`config.mk`:
```
export PLATFORM = sky130hd
export DESIGN_NAME = acp_config_port
export DESIGN_NICKNAME = d
export VERILOG_FILES = /design/src/acp_sync2.v /design/src/acp_config_port.v
export VERILOG_INCLUDE_DIRS = /design/src
export SDC_FILE = /design/constraint.sdc
export NUM_CORES = 1
export LEC_CHECK = 0
export BUFFER_PORTS_ARGS = -buffer_cell sky130_fd_sc_hd__buf_2
export CAP_MARGIN = 20
export CORE_ASPECT_RATIO = 1.2
export CORE_MARGIN = 4
export CORE_UTILIZATION = 55
export CTS_CLUSTER_SIZE = 16
export DETAILED_ROUTE_END_ITERATION = 10
export HOLD_SLACK_MARGIN = 0.12
export PLACE_DENSITY = 0.76
export SLEW_MARGIN = 20
export SYNTH_ARGS = -nofsm -noshare
export SYNTH_HDL_FRONTEND = slang
export SYNTH_SLANG_ARGS = --single-unit
```
`constraint.sdc`:
```
create_clock -name ref_clk -period 6.92 [get_ports ref_clk]
set_input_delay 1.038 -clock ref_clk [delete_from_list [all_inputs] [get_ports ref_clk]]
set_output_delay 1.038 -clock ref_clk [all_outputs]
set_load 0.01 [all_outputs]
```
`src/acp_defines.vh`:
```
// Constants for the converter configuration port and pin straps
// What this block does
// - Shift serial bits only while enable is low, on serial clock falling edges.
// - Every sixteenth falling edge with enable low writes the word to its register.
// - Partial word at enable release is discarded without any write.
// - Several words in one enable low period each write their own register.
// - Word is five address bits then eleven data bits.
// - Serial clock up to 20 MHz works with an unbalanced duty cycle if each level lasts over one ref_clk period.
// - Link, serialize, edge, order, format follow registers only while override high.
// - Power-down pin high forces global power down, else register 0x00 D0 in serial use.
// - Coarse gain follows 0x0D D5 only with override high, else 0 dB in serial use.
// - Reference selection follows register 0x00 bit D5 in serial use.
// - Sync and deskew patterns follow 0x0A D5-D7 in serial use.
// - Pin-only: clock/data pins pick normal, sync, power down, deskew.
// - Pin-only: enable pin level picks reference and coarse gain.
// - Power-down pin at ground is normal, at supply is global power down.
// - First strap picks DDR one-wire, unused, SDR two-wire, DDR two-wire; the unused level decodes as DDR two-wire here.
// - Second strap picks 12x/14x serialization and, in SDR only, capture edge (DDR keeps falling edge).
// - Fourth strap picks bit order and data format.
// - Straps configure the device after power-up with no reset.
// - Reset pin pulse over 10 ns or self-clearing software reset bit.
// - Any reset clears every register bit to zero.
`ifndef ACP_DEFINES_VH
`define ACP_DEFINES_VH
`define ACP_WORD_BITS     16
`define ACP_CNT_W         4
`define ACP_CNT_LAST      4'hf
`define ACP_ADDR_MSB      15
`define ACP_ADDR_LSB      11
`define ACP_DATA_MSB      10
`define ACP_ADDR_W        5
`define ACP_DATA_W        11
`define ACP_REG_00        5'h00
`define ACP_REG_04        5'h04
`define ACP_REG_0A        5'h0a
`define ACP_REG_0B        5'h0b
`define ACP_REG_0C        5'h0c
`define ACP_REG_0D        5'h0d
`define ACP_REG_10        5'h10
`define ACP_REG_11        5'h11
`define ACP_DATA_ZERO     11'h000
`define ACP_B_SWRST       10
`define ACP_B_PDN_GLOBAL  0
`define ACP_B_REF         5
`define ACP_B_DF          9
`define ACP_PAT_MSB       7
`define ACP_PAT_LSB       5
`define ACP_PAT_DESKEW    3'h6
`define ACP_PAT_SYNC      3'h7
`define ACP_PAT_NORMAL    3'h0
`define ACP_B_PIN_OVERRIDE_FLAG        10
`define ACP_B_BYTEWISE    7
`define ACP_B_LSB_FIRST   6
`define ACP_B_COARSE      5
`define ACP_B_EDGE        4
`define ACP_B_SER14       2
`define ACP_B_SDR         1
`define ACP_B_TWO_WIRE    0
`define ACP_LVL_GND       2'h0
`define ACP_LVL_LOW       2'h1
`define ACP_LVL_HIGH      2'h2
`define ACP_LVL_SUPPLY    2'h3
`define ACP_CNT_ONE       4'h1
`define ACP_DATA_ONE      11'h001
`define ACP_CHPDN_MSB     4
`define ACP_CHPDN_LSB     1
`define ACP_CLKIN_MSB     6
`define ACP_CLKIN_LSB     2
`define ACP_FINE_MSB      10
`define ACP_FINE_LSB      8
`define ACP_B_CUSTOM_HI   0
`define ACP_PINS_SYNC     2'h1
`define ACP_PINS_PDN      2'h2
`define ACP_PINS_DESKEW   2'h3
`endif

```
`src/acp_sync2.v`:
```
// Two flip-flop synchroniser for a bundle of pin levels
`timescale 1ns/10ps
module acp_sync2 #(
    parameter W = 1
) (
    // Clock and reset
    input  wire         ref_clk,
    input  wire         sys_rst,
    // Levels
    input  wire [W-1:0] async_in,
    output wire [W-1:0] sync_out
);
    reg [W-1:0] meta_q;
    reg [W-1:0] sync_q;
    always @(posedge ref_clk or posedge sys_rst) begin
        if (sys_rst) begin
            meta_q <= {W{1'b0}};
            sync_q <= {W{1'b0}};
        end else begin
            meta_q <= async_in;
            sync_q <= meta_q;
        end
    end
    assign sync_out = sync_q;
endmodule

```
`src/acp_config_port.v`:
```
// Configuration serial port, register bank and strap priority logic
`timescale 1ns/10ps
`include "acp_defines.vh"
module acp_config_port (
    // Clock and reset
    input  wire        ref_clk,
    input  wire        sys_rst,
    // Device pins
    input  wire        reset_pin,
    input  wire        port_enable_n,
    input  wire        port_serial_clk,
    input  wire        port_serial_in,
    input  wire [1:0]  port_enable_level,
    input  wire        power_down_pin,
    input  wire [1:0]  strap_link_select,
    input  wire [1:0]  strap_serialize_edge,
    input  wire [1:0]  strap_reserved,
    input  wire [1:0]  strap_order_format,
    // Resolved configuration
    output reg         cfg_global_pdn,
    output reg  [3:0]  cfg_chan_pdn,
    output reg         cfg_ext_ref,
    output reg         cfg_coarse_gain,
    output reg         cfg_two_wire,
    output reg         cfg_sdr,
    output reg         cfg_ser14,
    output reg         cfg_rise_edge,
    output reg         cfg_lsb_first,
    output reg         cfg_offset_bin,
    output reg         cfg_bytewise,
    output reg  [2:0]  cfg_pattern,
    output reg  [4:0]  cfg_clkin_gain,
    output reg  [11:0] cfg_custom,
    output reg  [2:0]  cfg_fine_gain,
    output reg  [10:0] cfg_term_word,
    output reg  [10:0] cfg_term_data,
    output reg         cfg_pin_mode,
    output reg         reg_write_pulse
);
    // All pins are asynchronous to ref_clk; the reserved strap is tied low and not used
    wire [10:0] pins_s;
    acp_sync2 #(.W(11)) u_sync (
        .ref_clk  (ref_clk),
        .sys_rst  (sys_rst),
        .async_in ({reset_pin, port_enable_n, port_serial_clk, port_serial_in, power_down_pin,
                    strap_link_select, strap_serialize_edge, strap_order_format}),
        .sync_out (pins_s)
    );
    wire       rst_s  = pins_s[10];
    wire       en_n_s = pins_s[9];
    wire       sclk_s = pins_s[8];
    wire       sdi_s  = pins_s[7];
    wire       pdn_s  = pins_s[6];
    wire [1:0] lnk_s  = pins_s[5:4];
    wire [1:0] ser_s  = pins_s[3:2];
    wire [1:0] ord_s  = pins_s[1:0];
    // Enable level comes from a quantizer; only meaningful in pin mode
    wire [1:0] enl_s;
    acp_sync2 #(.W(2)) u_sync_en (
        .ref_clk  (ref_clk),
        .sys_rst  (sys_rst),
        .async_in (port_enable_level),
        .sync_out (enl_s)
    );

    // Serial clock edge detect; 20 MHz sclk gives >= 3 ref clocks per level
    reg                    sclk_prev_q;
    reg [`ACP_CNT_W-1:0]   bit_cnt_q;
    reg [`ACP_CNT_W-1:0]   bit_cnt_d;
    reg [`ACP_WORD_BITS-2:0] shift_q;
    reg [`ACP_WORD_BITS-2:0] shift_d;
    reg                    wr_d;
    reg [`ACP_WORD_BITS-1:0] word_d;
    reg [`ACP_WORD_BITS-1:0] word_q;
    reg                    wr_q;
    wire sclk_fall = sclk_prev_q & ~sclk_s;

    always @* begin
        bit_cnt_d = bit_cnt_q;
        shift_d   = shift_q;
        wr_d      = 1'b0;
        word_d    = {shift_q, sdi_s};
        if (en_n_s) begin
            bit_cnt_d = {`ACP_CNT_W{1'b0}};
        end else if (sclk_fall) begin
            shift_d   = {shift_q[`ACP_WORD_BITS-3:0], sdi_s};
            bit_cnt_d = bit_cnt_q + `ACP_CNT_ONE;
            if (bit_cnt_q == `ACP_CNT_LAST) begin
                wr_d = 1'b1;
            end
        end
    end

    always @(posedge ref_clk or posedge sys_rst) begin
        if (sys_rst) begin
            sclk_prev_q <= 1'b0;
            bit_cnt_q   <= {`ACP_CNT_W{1'b0}};
            shift_q     <= {(`ACP_WORD_BITS-1){1'b0}};
            word_q      <= {`ACP_WORD_BITS{1'b0}};
            wr_q        <= 1'b0;
        end else begin
            sclk_prev_q <= sclk_s;
            bit_cnt_q   <= bit_cnt_d;
            shift_q     <= shift_d;
            wr_q        <= wr_d;
            if (wr_d) begin
                word_q <= word_d;
            end
        end
    end

    // Register bank
    wire [`ACP_ADDR_W-1:0] wa = word_q[`ACP_ADDR_MSB:`ACP_ADDR_LSB];
    wire [`ACP_DATA_W-1:0] wd = word_q[`ACP_DATA_MSB:0];
    reg  [`ACP_DATA_W-1:0] r00_q, r04_q, r0a_q, r0b_q, r0c_q, r0d_q, r10_q, r11_q;
    reg                    swrst_q;
    // Reset pin held high means pin-only mode, so it cannot clear registers level-wise
    reg                    rst_prev_q;
    wire                   rst_rise = rst_s & ~rst_prev_q;
    wire                   clr = rst_rise | swrst_q;

    always @(posedge ref_clk or posedge sys_rst) begin
        if (sys_rst) begin
            rst_prev_q <= 1'b0;
            swrst_q    <= 1'b0;
            r00_q      <= `ACP_DATA_ZERO;
            r04_q      <= `ACP_DATA_ZERO;
            r0a_q      <= `ACP_DATA_ZERO;
            r0b_q      <= `ACP_DATA_ZERO;
            r0c_q      <= `ACP_DATA_ZERO;
            r0d_q      <= `ACP_DATA_ZERO;
            r10_q      <= `ACP_DATA_ZERO;
            r11_q      <= `ACP_DATA_ZERO;
        end else begin
            rst_prev_q <= rst_s;
            swrst_q    <= 1'b0;
            if (clr) begin
                r00_q <= `ACP_DATA_ZERO;
                r04_q <= `ACP_DATA_ZERO;
                r0a_q <= `ACP_DATA_ZERO;
                r0b_q <= `ACP_DATA_ZERO;
                r0c_q <= `ACP_DATA_ZERO;
                r0d_q <= `ACP_DATA_ZERO;
                r10_q <= `ACP_DATA_ZERO;
                r11_q <= `ACP_DATA_ZERO;
            end else if (wr_q) begin
                case (wa)
                    `ACP_REG_00: begin
                        // Reset bit self-clears: it only triggers the clear
                        r00_q   <= wd & ~(`ACP_DATA_ONE << `ACP_B_SWRST);
                        swrst_q <= wd[`ACP_B_SWRST];
                    end
                    `ACP_REG_04: r04_q <= wd;
                    `ACP_REG_0A: r0a_q <= wd;
                    `ACP_REG_0B: r0b_q <= wd;
                    `ACP_REG_0C: r0c_q <= wd;
                    `ACP_REG_0D: r0d_q <= wd;
                    `ACP_REG_10: r10_q <= wd;
                    `ACP_REG_11: r11_q <= wd;
                    default: r00_q <= r00_q;
                endcase
            end
        end
    end

    // Level code decoding
    function lvl_is;
        input [1:0] lvl;
        input [1:0] want;
        begin
            lvl_is = (lvl == want);
        end
    endfunction

    wire pin_override_flag     = r0d_q[`ACP_B_PIN_OVERRIDE_FLAG];
    wire pin_mode = rst_s;
    reg  [1:0] mode_pins_d;
    reg        s_two_wire, s_sdr, s_ser14, s_rise, s_lsb, s_offb;

    // Strap decode; straps are always live so no reset is needed after power-up
    always @* begin
        s_two_wire = ~lvl_is(lnk_s, `ACP_LVL_GND);
        s_sdr      = lvl_is(lnk_s, `ACP_LVL_HIGH);
        s_ser14    = lvl_is(ser_s, `ACP_LVL_LOW) | lvl_is(ser_s, `ACP_LVL_HIGH);
        s_rise     = lvl_is(ser_s, `ACP_LVL_HIGH) | lvl_is(ser_s, `ACP_LVL_SUPPLY);
        s_lsb      = lvl_is(ord_s, `ACP_LVL_HIGH) | lvl_is(ord_s, `ACP_LVL_SUPPLY);
        s_offb     = lvl_is(ord_s, `ACP_LVL_LOW) | lvl_is(ord_s, `ACP_LVL_HIGH);
        mode_pins_d = {sclk_s, sdi_s};
    end

    always @(posedge ref_clk or posedge sys_rst) begin
        if (sys_rst) begin
            cfg_global_pdn  <= 1'b0;
            cfg_chan_pdn    <= 4'h0;
            cfg_ext_ref     <= 1'b0;
            cfg_coarse_gain <= 1'b0;
            cfg_two_wire    <= 1'b0;
            cfg_sdr         <= 1'b0;
            cfg_ser14       <= 1'b0;
            cfg_rise_edge   <= 1'b0;
            cfg_lsb_first   <= 1'b0;
            cfg_offset_bin  <= 1'b0;
            cfg_bytewise    <= 1'b0;
            cfg_pattern     <= `ACP_PAT_NORMAL;
            cfg_clkin_gain  <= 5'h00;
            cfg_custom      <= 12'h000;
            cfg_fine_gain   <= 3'h0;
            cfg_term_word   <= 11'h000;
            cfg_term_data   <= 11'h000;
            cfg_pin_mode    <= 1'b0;
            reg_write_pulse <= 1'b0;
        end else begin
            cfg_pin_mode    <= pin_mode;
            reg_write_pulse <= wr_q;
            cfg_chan_pdn    <= r00_q[`ACP_CHPDN_MSB:`ACP_CHPDN_LSB];
            cfg_clkin_gain  <= r04_q[`ACP_CLKIN_MSB:`ACP_CLKIN_LSB];
            cfg_custom      <= {r0c_q[`ACP_B_CUSTOM_HI], r0b_q};
            cfg_fine_gain   <= r0c_q[`ACP_FINE_MSB:`ACP_FINE_LSB];
            cfg_term_word   <= r10_q;
            cfg_term_data   <= r11_q;
            if (pin_override_flag) begin
                cfg_two_wire   <= r0d_q[`ACP_B_TWO_WIRE];
                cfg_sdr        <= r0d_q[`ACP_B_SDR];
                cfg_ser14      <= r0d_q[`ACP_B_SER14];
                cfg_rise_edge  <= r0d_q[`ACP_B_EDGE];
                cfg_lsb_first  <= r0d_q[`ACP_B_LSB_FIRST];
                cfg_bytewise   <= r0d_q[`ACP_B_BYTEWISE];
                cfg_offset_bin <= r0a_q[`ACP_B_DF];
            end else begin
                cfg_two_wire   <= s_two_wire;
                cfg_sdr        <= s_sdr;
                cfg_ser14      <= s_ser14;
                cfg_rise_edge  <= s_rise & s_sdr;
                cfg_lsb_first  <= s_lsb;
                cfg_bytewise   <= 1'b0;
                cfg_offset_bin <= s_offb;
            end
            if (pin_mode) begin
                // Serial pins act as straps here
                cfg_global_pdn  <= pdn_s | (mode_pins_d == `ACP_PINS_PDN);
                cfg_pattern     <= (mode_pins_d == `ACP_PINS_SYNC) ? `ACP_PAT_SYNC :
                                   (mode_pins_d == `ACP_PINS_DESKEW) ? `ACP_PAT_DESKEW : `ACP_PAT_NORMAL;
                cfg_ext_ref     <= lvl_is(enl_s, `ACP_LVL_GND) | lvl_is(enl_s, `ACP_LVL_LOW);
                cfg_coarse_gain <= lvl_is(enl_s, `ACP_LVL_LOW) | lvl_is(enl_s, `ACP_LVL_HIGH);
            end else begin
                cfg_global_pdn  <= pdn_s | r00_q[`ACP_B_PDN_GLOBAL];
                cfg_pattern     <= r0a_q[`ACP_PAT_MSB:`ACP_PAT_LSB];
                cfg_ext_ref     <= r00_q[`ACP_B_REF];
                cfg_coarse_gain <= pin_override_flag & r0d_q[`ACP_B_COARSE];
            end
        end
    end
endmodule

```
## Yosys cells after proc, flatten, opt, wreduce, memory -nomap -nowiden

Index checks and enable logic that the tools add are counted.

| cells by class | value |
|---|---|
| add/subtract/negate cells | 1 |
| equality and inequality tests | 20 |
| mux-type cells | 45 |
| bitwise logic cells | 17 |
| reduce and logical (&&, ||, !) cells | 22 |

Operator list:

| cell | count |
|---|---|
| 11-bit two-way mux | 15 |
| 10-bit two-way mux | 3 |
| 7-bit two-way mux | 3 |
| 5-bit by 4-bit == test with 1-bit output, second input constant | 4 |
| 2-bit nonzero test | 10 |
| 6-bit two-way mux | 3 |
| 2-bit AND reduction | 9 |
| 2-bit == test, second input constant | 8 |
| 1-bit two-way mux | 16 |
| 5-bit == test, second input constant | 2 |
| 3-bit two-way mux | 3 |
| 1-bit OR | 9 |
| 2-bit by 1-bit == test with 1-bit output, second input constant | 4 |
| 4-bit two-way mux | 2 |
| 5-bit by 3-bit == test with 1-bit output, second input constant | 1 |
| 5-bit zero test | 1 |
| 4-bit by 1-bit adder with 4-bit output, second input constant | 1 |
| 1-bit bitwise AND | 4 |
| 4-bit == test, second input constant | 1 |
| 2-bit zero test | 2 |
| 1-bit inverter | 4 |

| word-level totals | value |
|---|---|
| bits in registers | 203 |
| input bits | 17 |
| output and inout bits | 61 |
| logic and storage cells | 142 |

## Longest topological paths before layout

Gate-level depths: netlist of run 1.

| logic depth | value |
|---|---|
| word-level depth | 5 |
| gate-level depth with buffers | 5 |
| depth with buffers taken out | 4 |

## Modules after synthesis

From an unflattened synthesis of run 1, not the netlist that was laid out.

| unflattened totals | value |
|---|---|
| cell total of the unflattened synthesis | 457 |
| area total of the unflattened synthesis | 6852.8 sq um |

Modules (own cells, without submodules):

| module | instances | cells each | area an instance (sq um) | seq. area each (sq um) |
|---|---|---|---|---|
| acp_config_port | 1 | 429 | 6194.7 | 3978.8 |
| acp_sync2 at u_sync | 1 | 23 | 554.3 | 550.5 |
| acp_sync2 at u_sync_en | 1 | 5 | 103.8 | 100.1 |

## Worst setup path before layout of run 1

Ideal clock, no wire load.

| path | value |
|---|---|
| path kind | flip-flop to flip-flop |
| start point | register u_sync.sync_q[8], in the netlist u_sync.sync_out[8] |
| end point | register word_q[0] |
| library setup time | 127 ps |
| arrival | 1542 ps |
| required time | 6793 ps |
| setup slack | 5251 ps |
| stages on the path, launching flop included | 6 |
| buffers on the path | 2 |
| clock period less this slack | 1669 ps |
| path through | dfrtp_1 > nor3b_4 > and4_1 > buf_4 > buf_6 > mux2_1 |

| between the ends | value |
|---|---|
| cells in the longest elaborated chain, start to end | 4 |

RTL lines:

| element | line | source |
|---|---|---|
| start: declaration | acp_sync2.v:14 | `reg [W-1:0] sync_q;` |
| start signal: assignment | acp_sync2.v:18 | `sync_q <= {W{1'b0}};` |
| start signal: assignment | acp_sync2.v:21 | `sync_q <= meta_q;` |
| 1-bit inverter | acp_config_port.v:76 | `wire sclk_fall = sclk_prev_q & ~sclk_s;` |
| 1-bit bitwise AND | acp_config_port.v:76 |  |
| 1-bit two-way mux | acp_config_port.v:85 | `end else if (sclk_fall) begin` |
| 1-bit two-way mux | acp_config_port.v:83 | `if (en_n_s) begin` |
| named net wr_d | acp_config_port.v:72 | `reg wr_d;` |
| end signal: assignment | acp_config_port.v:99 | `` word_q <= {`ACP_WORD_BITS{1'b0}}; `` |
| end signal: assignment | acp_config_port.v:107 | `word_q <= word_d;` |
| end: declaration | acp_config_port.v:74 | `` reg [`ACP_WORD_BITS-1:0] word_q; `` |

The timed path passes the listed nets, and every way through them passes these cells.
A chain may end at the register's enable or synchronous reset.

## Worst setup path in the final report of run 1

| path | value |
|---|---|
| start point | register u_sync.sync_q[8], in the netlist u_sync.sync_out[8] |
| end point | register word_q[11] |

| between the ends | value |
|---|---|
| cells in the longest elaborated chain, start to end | 4 |

RTL lines:

| element | line |
|---|---|
| 1-bit inverter | acp_config_port.v:76 |
| 1-bit bitwise AND | acp_config_port.v:76 |
| 1-bit two-way mux | acp_config_port.v:85 |
| 1-bit two-way mux | acp_config_port.v:83 |

No other way between the ends.

==> impl_metrics.prom, run 1 <==
# TYPE chip_impl_metric gauge
chip_impl_info{name="outcome",value="complete, no violations"} 1
chip_impl_metric{name="synth.ff_latch_count",unit=""} 185
chip_impl_metric{name="coreArea",unit="um2"} 12060
chip_impl_metric{name="crit_fanout",unit=""} 17
chip_impl_metric{name="max_freq",unit="GHz"} 0.3842
chip_impl_info{name="setup.worst_path.start_class",value="register"} 1
chip_impl_metric{name="fin_ws",unit="ns"} 4.317
chip_impl_metric{name="worst-slew-pin-transition",unit="ns"} 0.9704
chip_impl_metric{name="fp.dieH",unit="um"} 129.2
chip_impl_metric{name="floorplan.die_area",unit="um2"} 14090
chip_impl_metric{name="area_post_placement",unit="um2"} 7206
chip_impl_metric{name="ys_seq_area_share",unit="%"} 68.71
chip_impl_metric{name="routed-via-count",unit=""} 3898
chip_impl_metric{name="netlist_instances",unit=""} 456
chip_impl_metric{name="synth_warnings",unit=""} 0
chip_impl_metric{name="layout-drive-gt1-share",unit="%"} 25.79
chip_impl_metric{name="netlist.area_leader.share",unit="%"} 68.71
chip_impl_metric{name="postCtsHoldBufs",unit=""} 0
chip_impl_metric{name="setup.reg_to_reg.worst_slack",unit="ns"} 4.32
chip_impl_metric{name="timing_hold_violations_final",unit=""} 0
chip_impl_metric{name="dp_worst_setup_slack",unit="ns"} 4.080
chip_impl_metric{name="grt_pass1_vias",unit=""} 4010
chip_impl_info{name="synth.top_cells.by_area",value="sky130_fd_sc_hd__dfrtp_1, sky130_fd_sc_hd__mux2i_1, sky130_fd_sc_hd__o211ai_1"} 1
chip_impl_metric{name="synthesis.nets",unit=""} 480
chip_impl_metric{name="floorplan.initialDensity",unit="%"} 55.88
chip_impl_metric{name="detailed_place_hpwl",unit="mm"} 7.992
chip_impl_metric{name="p_leak",unit="nW"} 4.096
chip_impl_metric{name="count_of_final_max_slew_check_failures",unit=""} 0
chip_impl_info{name="grt_setup_unrepaired",value="no"} 1
chip_impl_metric{name="cts-buffers-inserted",unit=""} 17
chip_impl_metric{name="power_density",unit="nW/um2"} 281.4
chip_impl_metric{name="dpl.cell_count",unit=""} 664
chip_impl_metric{name="drt_iter0_drc",unit=""} 215
chip_impl_metric{name="final_design_area_no_fill",unit="um2"} 7826
chip_impl_metric{name="reg2reg_depth",unit=""} 3
chip_impl_metric{name="worstPathArrival",unit="ns"} 2.90
chip_impl_info{name="clk_root_buffer_cell",value="sky130_fd_sc_hd__clkbuf_16"} 1
chip_impl_metric{name="gpl.final_weighted_congestion",unit=""} 0.7583
chip_impl_metric{name="cts_htree_levels",unit=""} 4
chip_impl_metric{name="fin_tns_setup",unit="ns"} 0
chip_impl_info{name="cts_tree",value="yes"} 1
chip_impl_metric{name="wl",unit="mm"} 12.82
chip_impl_metric{name="final.setup_skew",unit="ns"} 0.01029
chip_impl_metric{name="post_drt_wl_per_cell",unit="um"} 18.42
chip_impl_metric{name="detail_route.first_pass.iterations",unit=""} 4
chip_impl_metric{name="slew-limit-headroom",unit="%"} 35.02
chip_impl_metric{name="cts-resized-gates",unit=""} 0
chip_impl_metric{name="drcViolationCount",unit=""} 0
chip_impl_metric{name="worst_endpoint_required_time",unit="ns"} 7.22
chip_impl_metric{name="grt_pass1_wl",unit="mm"} 20.79
chip_impl_metric{name="cts_setup_buffers",unit=""} 0
chip_impl_metric{name="grt_overflow",unit=""} 0
chip_impl_metric{name="port-buffer-count",unit=""} 75
chip_impl_metric{name="detail_route.vias_per_cell",unit=""} 5.601
chip_impl_metric{name="drv.max_cap_violation_count",unit=""} 0
chip_impl_metric{name="synth.lib_cells_used.distinct",unit=""} 31
chip_impl_info{name="setup_crit_end_kind",value="register"} 1
chip_impl_metric{name="clock_transition_at_the_register_clock_pins_on_the_worst_setup_and_hold_paths_after_cts",unit="ns"} 0.07
chip_impl_metric{name="globalRouteTotalUtil",unit="%"} 19.69
chip_impl_metric{name="insertion_delay",unit="ns"} 0.42
chip_impl_metric{name="antenna_left",unit=""} 0
chip_impl_metric{name="finalSetupViolCount",unit=""} 0
chip_impl_metric{name="synthToLayoutAreaGrowth",unit="%"} 16.16
chip_impl_metric{name="syn_area",unit="um2"} 6738
chip_impl_metric{name="number_of_primary_i_o_pins",unit=""} 78
chip_impl_info{name="layout_commonest_cell",value="sky130_fd_sc_hd__dfrtp_1"} 1
chip_impl_info{name="min_from",value="u_sync_en.meta_q[0]"} 1
chip_impl_metric{name="floorplan.rows",unit=""} 44
chip_impl_info{name="timing.hold.worst_endpoint",value="u_sync_en.sync_out[0]"} 1
chip_impl_info{name="worstReg2RegStart",value="u_sync.sync_out[8]"} 1
chip_impl_metric{name="clock_path_buffers",unit=""} 2
chip_impl_metric{name="fin_nets",unit=""} 546
chip_impl_metric{name="chipWidth",unit="um"} 109.0
chip_impl_metric{name="numClockSinks",unit=""} 185
chip_impl_info{name="cell_taking_the_most_area_after_synthesis",value="sky130_fd_sc_hd__dfrtp_1"} 1
chip_impl_metric{name="postSynthAreaPerCell",unit="um2"} 14.78
chip_impl_metric{name="post-route-min-period",unit="ns"} 2.603
chip_impl_metric{name="grt_antenna_before_repair",unit=""} 0
chip_impl_metric{name="fin_cells",unit=""} 696
chip_impl_metric{name="grt_start_max_net_pins",unit=""} 112
chip_impl_metric{name="antenna_cells_inserted",unit=""} 0
chip_impl_info{name="final_cell_mix",value="sky130_fd_sc_hd__dfrtp_1, sky130_fd_sc_hd__buf_2, sky130_fd_sc_hd__o211ai_1, sky130_fd_sc_hd__mux2i_1, sky130_fd_sc_hd__mux2_2"} 1
chip_impl_info{name="critical_path.reg2reg.endpoint",value="word_q[11]"} 1
chip_impl_info{name="holdCritPathClass",value="register to register"} 1
chip_impl_info{name="timing.setup.critical_path_class",value="register to register"} 1
chip_impl_metric{name="final_min_period_over_clock_period",unit="%"} 37.61
chip_impl_metric{name="whs",unit="ns"} 0.3485
chip_impl_metric{name="irDropWorstVdd",unit="mV"} 0.1433
chip_impl_metric{name="hold_path_depth",unit=""} 0
## through the flow
step	power (W)	util, %
floorplan	0.001210	-
global placement	0.001233	59.77
detailed placement	0.001239	59.77
CTS	0.002216	64.91
global route	0.002281	64.91
finish	0.002203	64.91
## sequential cells by signal, summed over array words and instances, names as in the netlist, 4 cells and up
register and flops:
word_q 16, shift_q 15, cfg_custom 12, cfg_term_data 11, cfg_term_word 11, r0b_q 11, r10_q 11, r11_q 11
u_sync.meta_q 11, u_sync.sync_out 11, r0d_q 8, r00_q 6, cfg_clkin_gain 5, r04_q 5, bit_cnt_q 4, cfg_chan_pdn 4
r0a_q 4, r0c_q 4
## report_power, final
part           internal (W)  switching, W
combinational     0.0000289     0.0000488
sequential          0.00112     0.0000230
clock              0.000593      0.000393
## cells in the mapped netlist
library cell                  n
sky130_fd_sc_hd__and4_1       1
sky130_fd_sc_hd__a21oi_1      3
sky130_fd_sc_hd__or3_1        1
sky130_fd_sc_hd__mux2i_1     62
sky130_fd_sc_hd__buf_6        2
sky130_fd_sc_hd__buf_4        1
sky130_fd_sc_hd__nand4b_1     2
sky130_fd_sc_hd__and2_1       1
sky130_fd_sc_hd__o211ai_1    71
sky130_fd_sc_hd__nor3b_4      1
sky130_fd_sc_hd__inv_2        2
sky130_fd_sc_hd__nand3_1      5
sky130_fd_sc_hd__ha_1         7
sky130_fd_sc_hd__buf_2        5
sky130_fd_sc_hd__nand3b_1     2
sky130_fd_sc_hd__nand2b_1     3
sky130_fd_sc_hd__nand2_1      8
sky130_fd_sc_hd__o2bb2ai_1    1
sky130_fd_sc_hd__nor3_1       1
sky130_fd_sc_hd__mux2_2      23
sky130_fd_sc_hd__nor2b_1      4
sky130_fd_sc_hd__mux2_1       9
sky130_fd_sc_hd__buf_1        1
sky130_fd_sc_hd__xor2_1       2
sky130_fd_sc_hd__inv_1        8
sky130_fd_sc_hd__nand4bb_1    1
sky130_fd_sc_hd__clkbuf_1    23
sky130_fd_sc_hd__o21ai_0      9
sky130_fd_sc_hd__and3b_1      1
sky130_fd_sc_hd__dfrtp_1    185
sky130_fd_sc_hd__nor2_1      11
## cells by family (layout without fill, tap and decap cells)
kind of cell	Yosys count	count (layout)	synth area share, %
flip-flops	185	185	68.71
multiplexers	94	94	14.56
AO/OA/AOI/OAI	84	84	8.932
AND/OR/NAND/NOR	42	42	3.528
buffers and inverters	42	121	2.711
adder cells (fa/ha/maj)	7	7	1.300
XOR/XNOR	2	2	0.2600
## worst max path at each step
stage	cells after the start	slack [ns]	end	startpoint
floorplan	1	0.85	bit_cnt_q[0]	sys_rst
global placement	3	4.13	cfg_term_data[7]	sys_rst
detailed placement	3	4.08	cfg_term_data[7]	sys_rst
CTS	3	4.34	word_q[11]	u_sync.sync_out[8]
global route	3	4.17	word_q[14]	u_sync.sync_out[8]
finish	3	4.32	word_q[11]	u_sync.sync_out[8]
## critical path, cell delays in order, from the launching register on
cell and delay [ns]:
sky130_fd_sc_hd__dfrtp_1 0.47, sky130_fd_sc_hd__nor3b_4 0.72, sky130_fd_sc_hd__and4_1 0.86, sky130_fd_sc_hd__mux2_2 0.42
## per-layer routing
layer  wire length, um  vias to the layer above  track usage (%)
met1              5332                     2020            24.77
met3               589                       17            5.232
li1                  -                     1768                -
met5                 0                        -                0
met4               227                        0            7.875
met2              6673                       93            32.61
## layout make-up
type | instances | area, um2
Timing Repair Buffer | 79 | 405.4
Clock buffer | 24 | 511.7
Inverter | 10 | 42.54
Fill cell | 873 | 4230
Tap cell | 161 | 201.4
Clock inverter | 8 | 108.9
Multi-Input combinational cell | 229 | 1926
Sequential cell | 185 | 4631
(Power assumes the default switching activity.)
==> run 2, diff against run 1 <==
==> constraint.sdc (replaced) <==
create_clock -name ref_clk -period 2.7 [get_ports ref_clk]
set_input_delay 0.405 -clock ref_clk [delete_from_list [all_inputs] [get_ports ref_clk]]
set_output_delay 0.405 -clock ref_clk [all_outputs]
set_load 0.01 [all_outputs]
==> run 2 against run 1 <==
Effect of this change: combinational power increased to 2.8 times the previous value; clock power grew to 2.5 times the previous value; die area unchanged; via count rose by 2.0%; sequential power grew to 2.6 times the previous value; power increased to 2.6 times the previous value; clock skew down 0.0071 ns; setup slack got worse by 3.8 ns; sequential share of layout area fell by 1.6 points; largest cell class unchanged; global-route usage grew 0.45 points.
==> impl_metrics.prom, run 2 (synthesis results as in run 1) <==
# TYPE chip_impl_metric gauge
chip_impl_info{name="outcome",value="complete, no violations"} 1
chip_impl_info{name="top_regs",value="word_q: 16 flops, shift_q: 15 flops, cfg_custom: 12 flops"} 1
chip_impl_metric{name="cts-buffers-inserted",unit=""} 17
chip_impl_metric{name="fin_nets",unit=""} 570
chip_impl_metric{name="drt_iter0_drc",unit=""} 346
chip_impl_metric{name="postCtsHoldBufs",unit=""} 13
chip_impl_metric{name="insertion_delay",unit="ns"} 0.42
chip_impl_metric{name="synthToLayoutAreaGrowth",unit="%"} 19.42
chip_impl_metric{name="fin_tns_setup",unit="ns"} 0
chip_impl_metric{name="slew-limit-headroom",unit="%"} 46.23
chip_impl_metric{name="grt_overflow",unit=""} 0
chip_impl_metric{name="floorplan.die_area",unit="um2"} 14090
chip_impl_info{name="clk_root_buffer_cell",value="sky130_fd_sc_hd__clkbuf_16"} 1
chip_impl_metric{name="clock_transition_at_the_register_clock_pins_on_the_worst_setup_and_hold_paths_after_cts",unit="ns"} 0.06
chip_impl_metric{name="final_min_period_over_clock_period",unit="%"} 80.09
chip_impl_metric{name="timing_hold_violations_final",unit=""} 0
chip_impl_metric{name="worst-slew-pin-transition",unit="ns"} 0.8030
chip_impl_info{name="final_cell_mix",value="sky130_fd_sc_hd__dfrtp_1, sky130_fd_sc_hd__buf_2, sky130_fd_sc_hd__o211ai_1, sky130_fd_sc_hd__mux2i_1, sky130_fd_sc_hd__mux2_2"} 1
chip_impl_metric{name="count_of_final_max_slew_check_failures",unit=""} 0
chip_impl_metric{name="grt_pass1_wl",unit="mm"} 21.25
chip_impl_metric{name="met1_length",unit="mm"} 5.419
chip_impl_metric{name="cts_htree_levels",unit=""} 4
chip_impl_info{name="highest-signal-layer",value="met4"} 1
chip_impl_metric{name="fp.dieH",unit="um"} 129.2
chip_impl_metric{name="wl",unit="mm"} 13.20
chip_impl_metric{name="nFillCells",unit=""} 816
chip_impl_metric{name="final-seq-area",unit="um2"} 4631
chip_impl_metric{name="post_drt_wl_per_cell",unit="um"} 18.36
chip_impl_metric{name="grt_antenna_before_repair",unit=""} 0
chip_impl_metric{name="routed-via-count",unit=""} 3976
chip_impl_metric{name="drv.max_cap_violation_count",unit=""} 0
chip_impl_metric{name="largest_register_ffs",unit=""} 16
chip_impl_metric{name="final_design_area_no_fill",unit="um2"} 8046
chip_impl_metric{name="reg2reg_depth",unit=""} 4
chip_impl_metric{name="irDropWorstVdd",unit="mV"} 0.3884
chip_impl_metric{name="detail_route.vias_per_cell",unit=""} 5.530
chip_impl_metric{name="dr_wl_met2",unit="mm"} 6.997
chip_impl_metric{name="coreArea",unit="um2"} 12060
chip_impl_metric{name="floorplan.initialDensity",unit="%"} 55.88
chip_impl_metric{name="worst_endpoint_required_time",unit="ns"} 2.30
chip_impl_metric{name="area_post_placement",unit="um2"} 7312
chip_impl_metric{name="crit_fanout",unit=""} 29
chip_impl_metric{name="area_taken_by_multi_input_logic_gates",unit="um2"} 1926
chip_impl_info{name="cts_tree",value="yes"} 1
chip_impl_metric{name="detailed_place_hpwl",unit="mm"} 8.217
chip_impl_metric{name="cts_setup_buffers",unit=""} 0
chip_impl_metric{name="drcViolationCount",unit=""} 0
chip_impl_metric{name="grt_pass1_vias",unit=""} 4035
chip_impl_metric{name="globalRouteTotalUtil",unit="%"} 20.15
chip_impl_metric{name="p_leak",unit="nW"} 4.183
chip_impl_info{name="timing.setup.critical_path_class",value="register to output pin"} 1
chip_impl_metric{name="layout-drive-gt1-share",unit="%"} 26.34
chip_impl_info{name="layout_commonest_cell",value="sky130_fd_sc_hd__dfrtp_1"} 1
chip_impl_metric{name="post-route-min-period",unit="ns"} 2.162
chip_impl_info{name="setup.worst_path.start_class",value="register"} 1
chip_impl_metric{name="worstPathArrival",unit="ns"} 1.76
chip_impl_info{name="max_flop_register",value="word_q"} 1
chip_impl_metric{name="grt_start_max_net_pins",unit=""} 147
chip_impl_metric{name="number_of_primary_i_o_pins",unit=""} 78
chip_impl_metric{name="antenna_cells_inserted",unit=""} 0
chip_impl_metric{name="cts-resized-gates",unit=""} 0
chip_impl_metric{name="chipWidth",unit="um"} 109.0
chip_impl_metric{name="gpl.final_weighted_congestion",unit=""} 0.7962
chip_impl_metric{name="met3_wirelength",unit="um"} 528
chip_impl_metric{name="final_util",unit="%"} 66.74
chip_impl_metric{name="clock_path_buffers",unit=""} 2
chip_impl_info{name="grt_setup_unrepaired",value="no"} 1
chip_impl_info{name="holdCritPathClass",value="primary input to asynchronous set/reset pin"} 1
chip_impl_metric{name="numClockSinks",unit=""} 185
chip_impl_metric{name="floorplan.rows",unit=""} 44
chip_impl_metric{name="max_freq",unit="GHz"} 0.4625
chip_impl_metric{name="finalSetupViolCount",unit=""} 0
chip_impl_metric{name="power_density",unit="nW/um2"} 701.7
chip_impl_info{name="setup_crit_end_kind",value="output pin"} 1
chip_impl_metric{name="detail_route.first_pass.iterations",unit=""} 8
chip_impl_metric{name="antenna_left",unit=""} 0
chip_impl_metric{name="port-buffer-count",unit=""} 75
chip_impl_metric{name="final.setup_skew",unit="ns"} 0.003169
run 2: per-layer routing:
metal / vias up / GRT usage, %
met4: 0 / 7.652
met2: 88 / 33.41
met5: - / 0
met3: 24 / 4.933
met1: 2053 / 25.76
li1: 1811 / -
run 2: per-stage QoR:
| step | setup slack, ns | power, W | instances | hold slack [ns] |
|---|---|---|---|---|
| floorplan | -0.08352 | 0.003101 | 456 | 0.3312 |
| global placement | 0.7811 | 0.003167 | 675 | 0.3316 |
| detailed placement | 0.7500 | 0.003182 | 675 | 0.3355 |
| CTS | 0.5521 | 0.005691 | 719 | 0.1659 |
| global route | 0.4762 | 0.005858 | 719 | 0.1967 |
| finish | 0.5377 | 0.005646 | 719 | 0.1527 |
run 2: report_power, final:
part / leakage (nW) / internal [W] / switching [W]
Combinational: 1.42 / 0.0000927 / 0.000124
Clock: 0.274 / 0.00150 / 0.00100
Sequential: 2.49 / 0.00286 / 0.0000646
Total: 4.18 / 0.00446 / 0.00119
run 2: area by class of cell:
type	count	area share, %
repair buffers	103	7.993
inverters	10	0.5131
multi-input cells	229	23.93
clock buffers	21	5.722
well taps	161	2.503
flip-flops and latches	185	57.55
clock inverters	10	1.788
run 2: path summary, 6_finish.rpt:
path | startpoint | endpoint | slack (ns)
hold / removal | sys_rst | cfg_term_word[0] | 0.15
min in group ref_clk | u_sync.meta_q[6] | u_sync.sync_out[6] | 0.35
setup / recovery | cfg_pin_mode | cfg_pin_mode | 0.54
hold reg to reg | u_sync.meta_q[6] | u_sync.sync_out[6] | 0.35
max in group asynchronous | sys_rst | cfg_pin_mode | 1.93
setup reg to reg | u_sync.sync_out[10] | r11_q[9] | 0.72
run 2: critical path: stages (launching register included):
cell and delay (ns):
sky130_fd_sc_hd__dfrtp_2 0.70, sky130_fd_sc_hd__buf_4 0.42, sky130_fd_sc_hd__buf_2 0.20
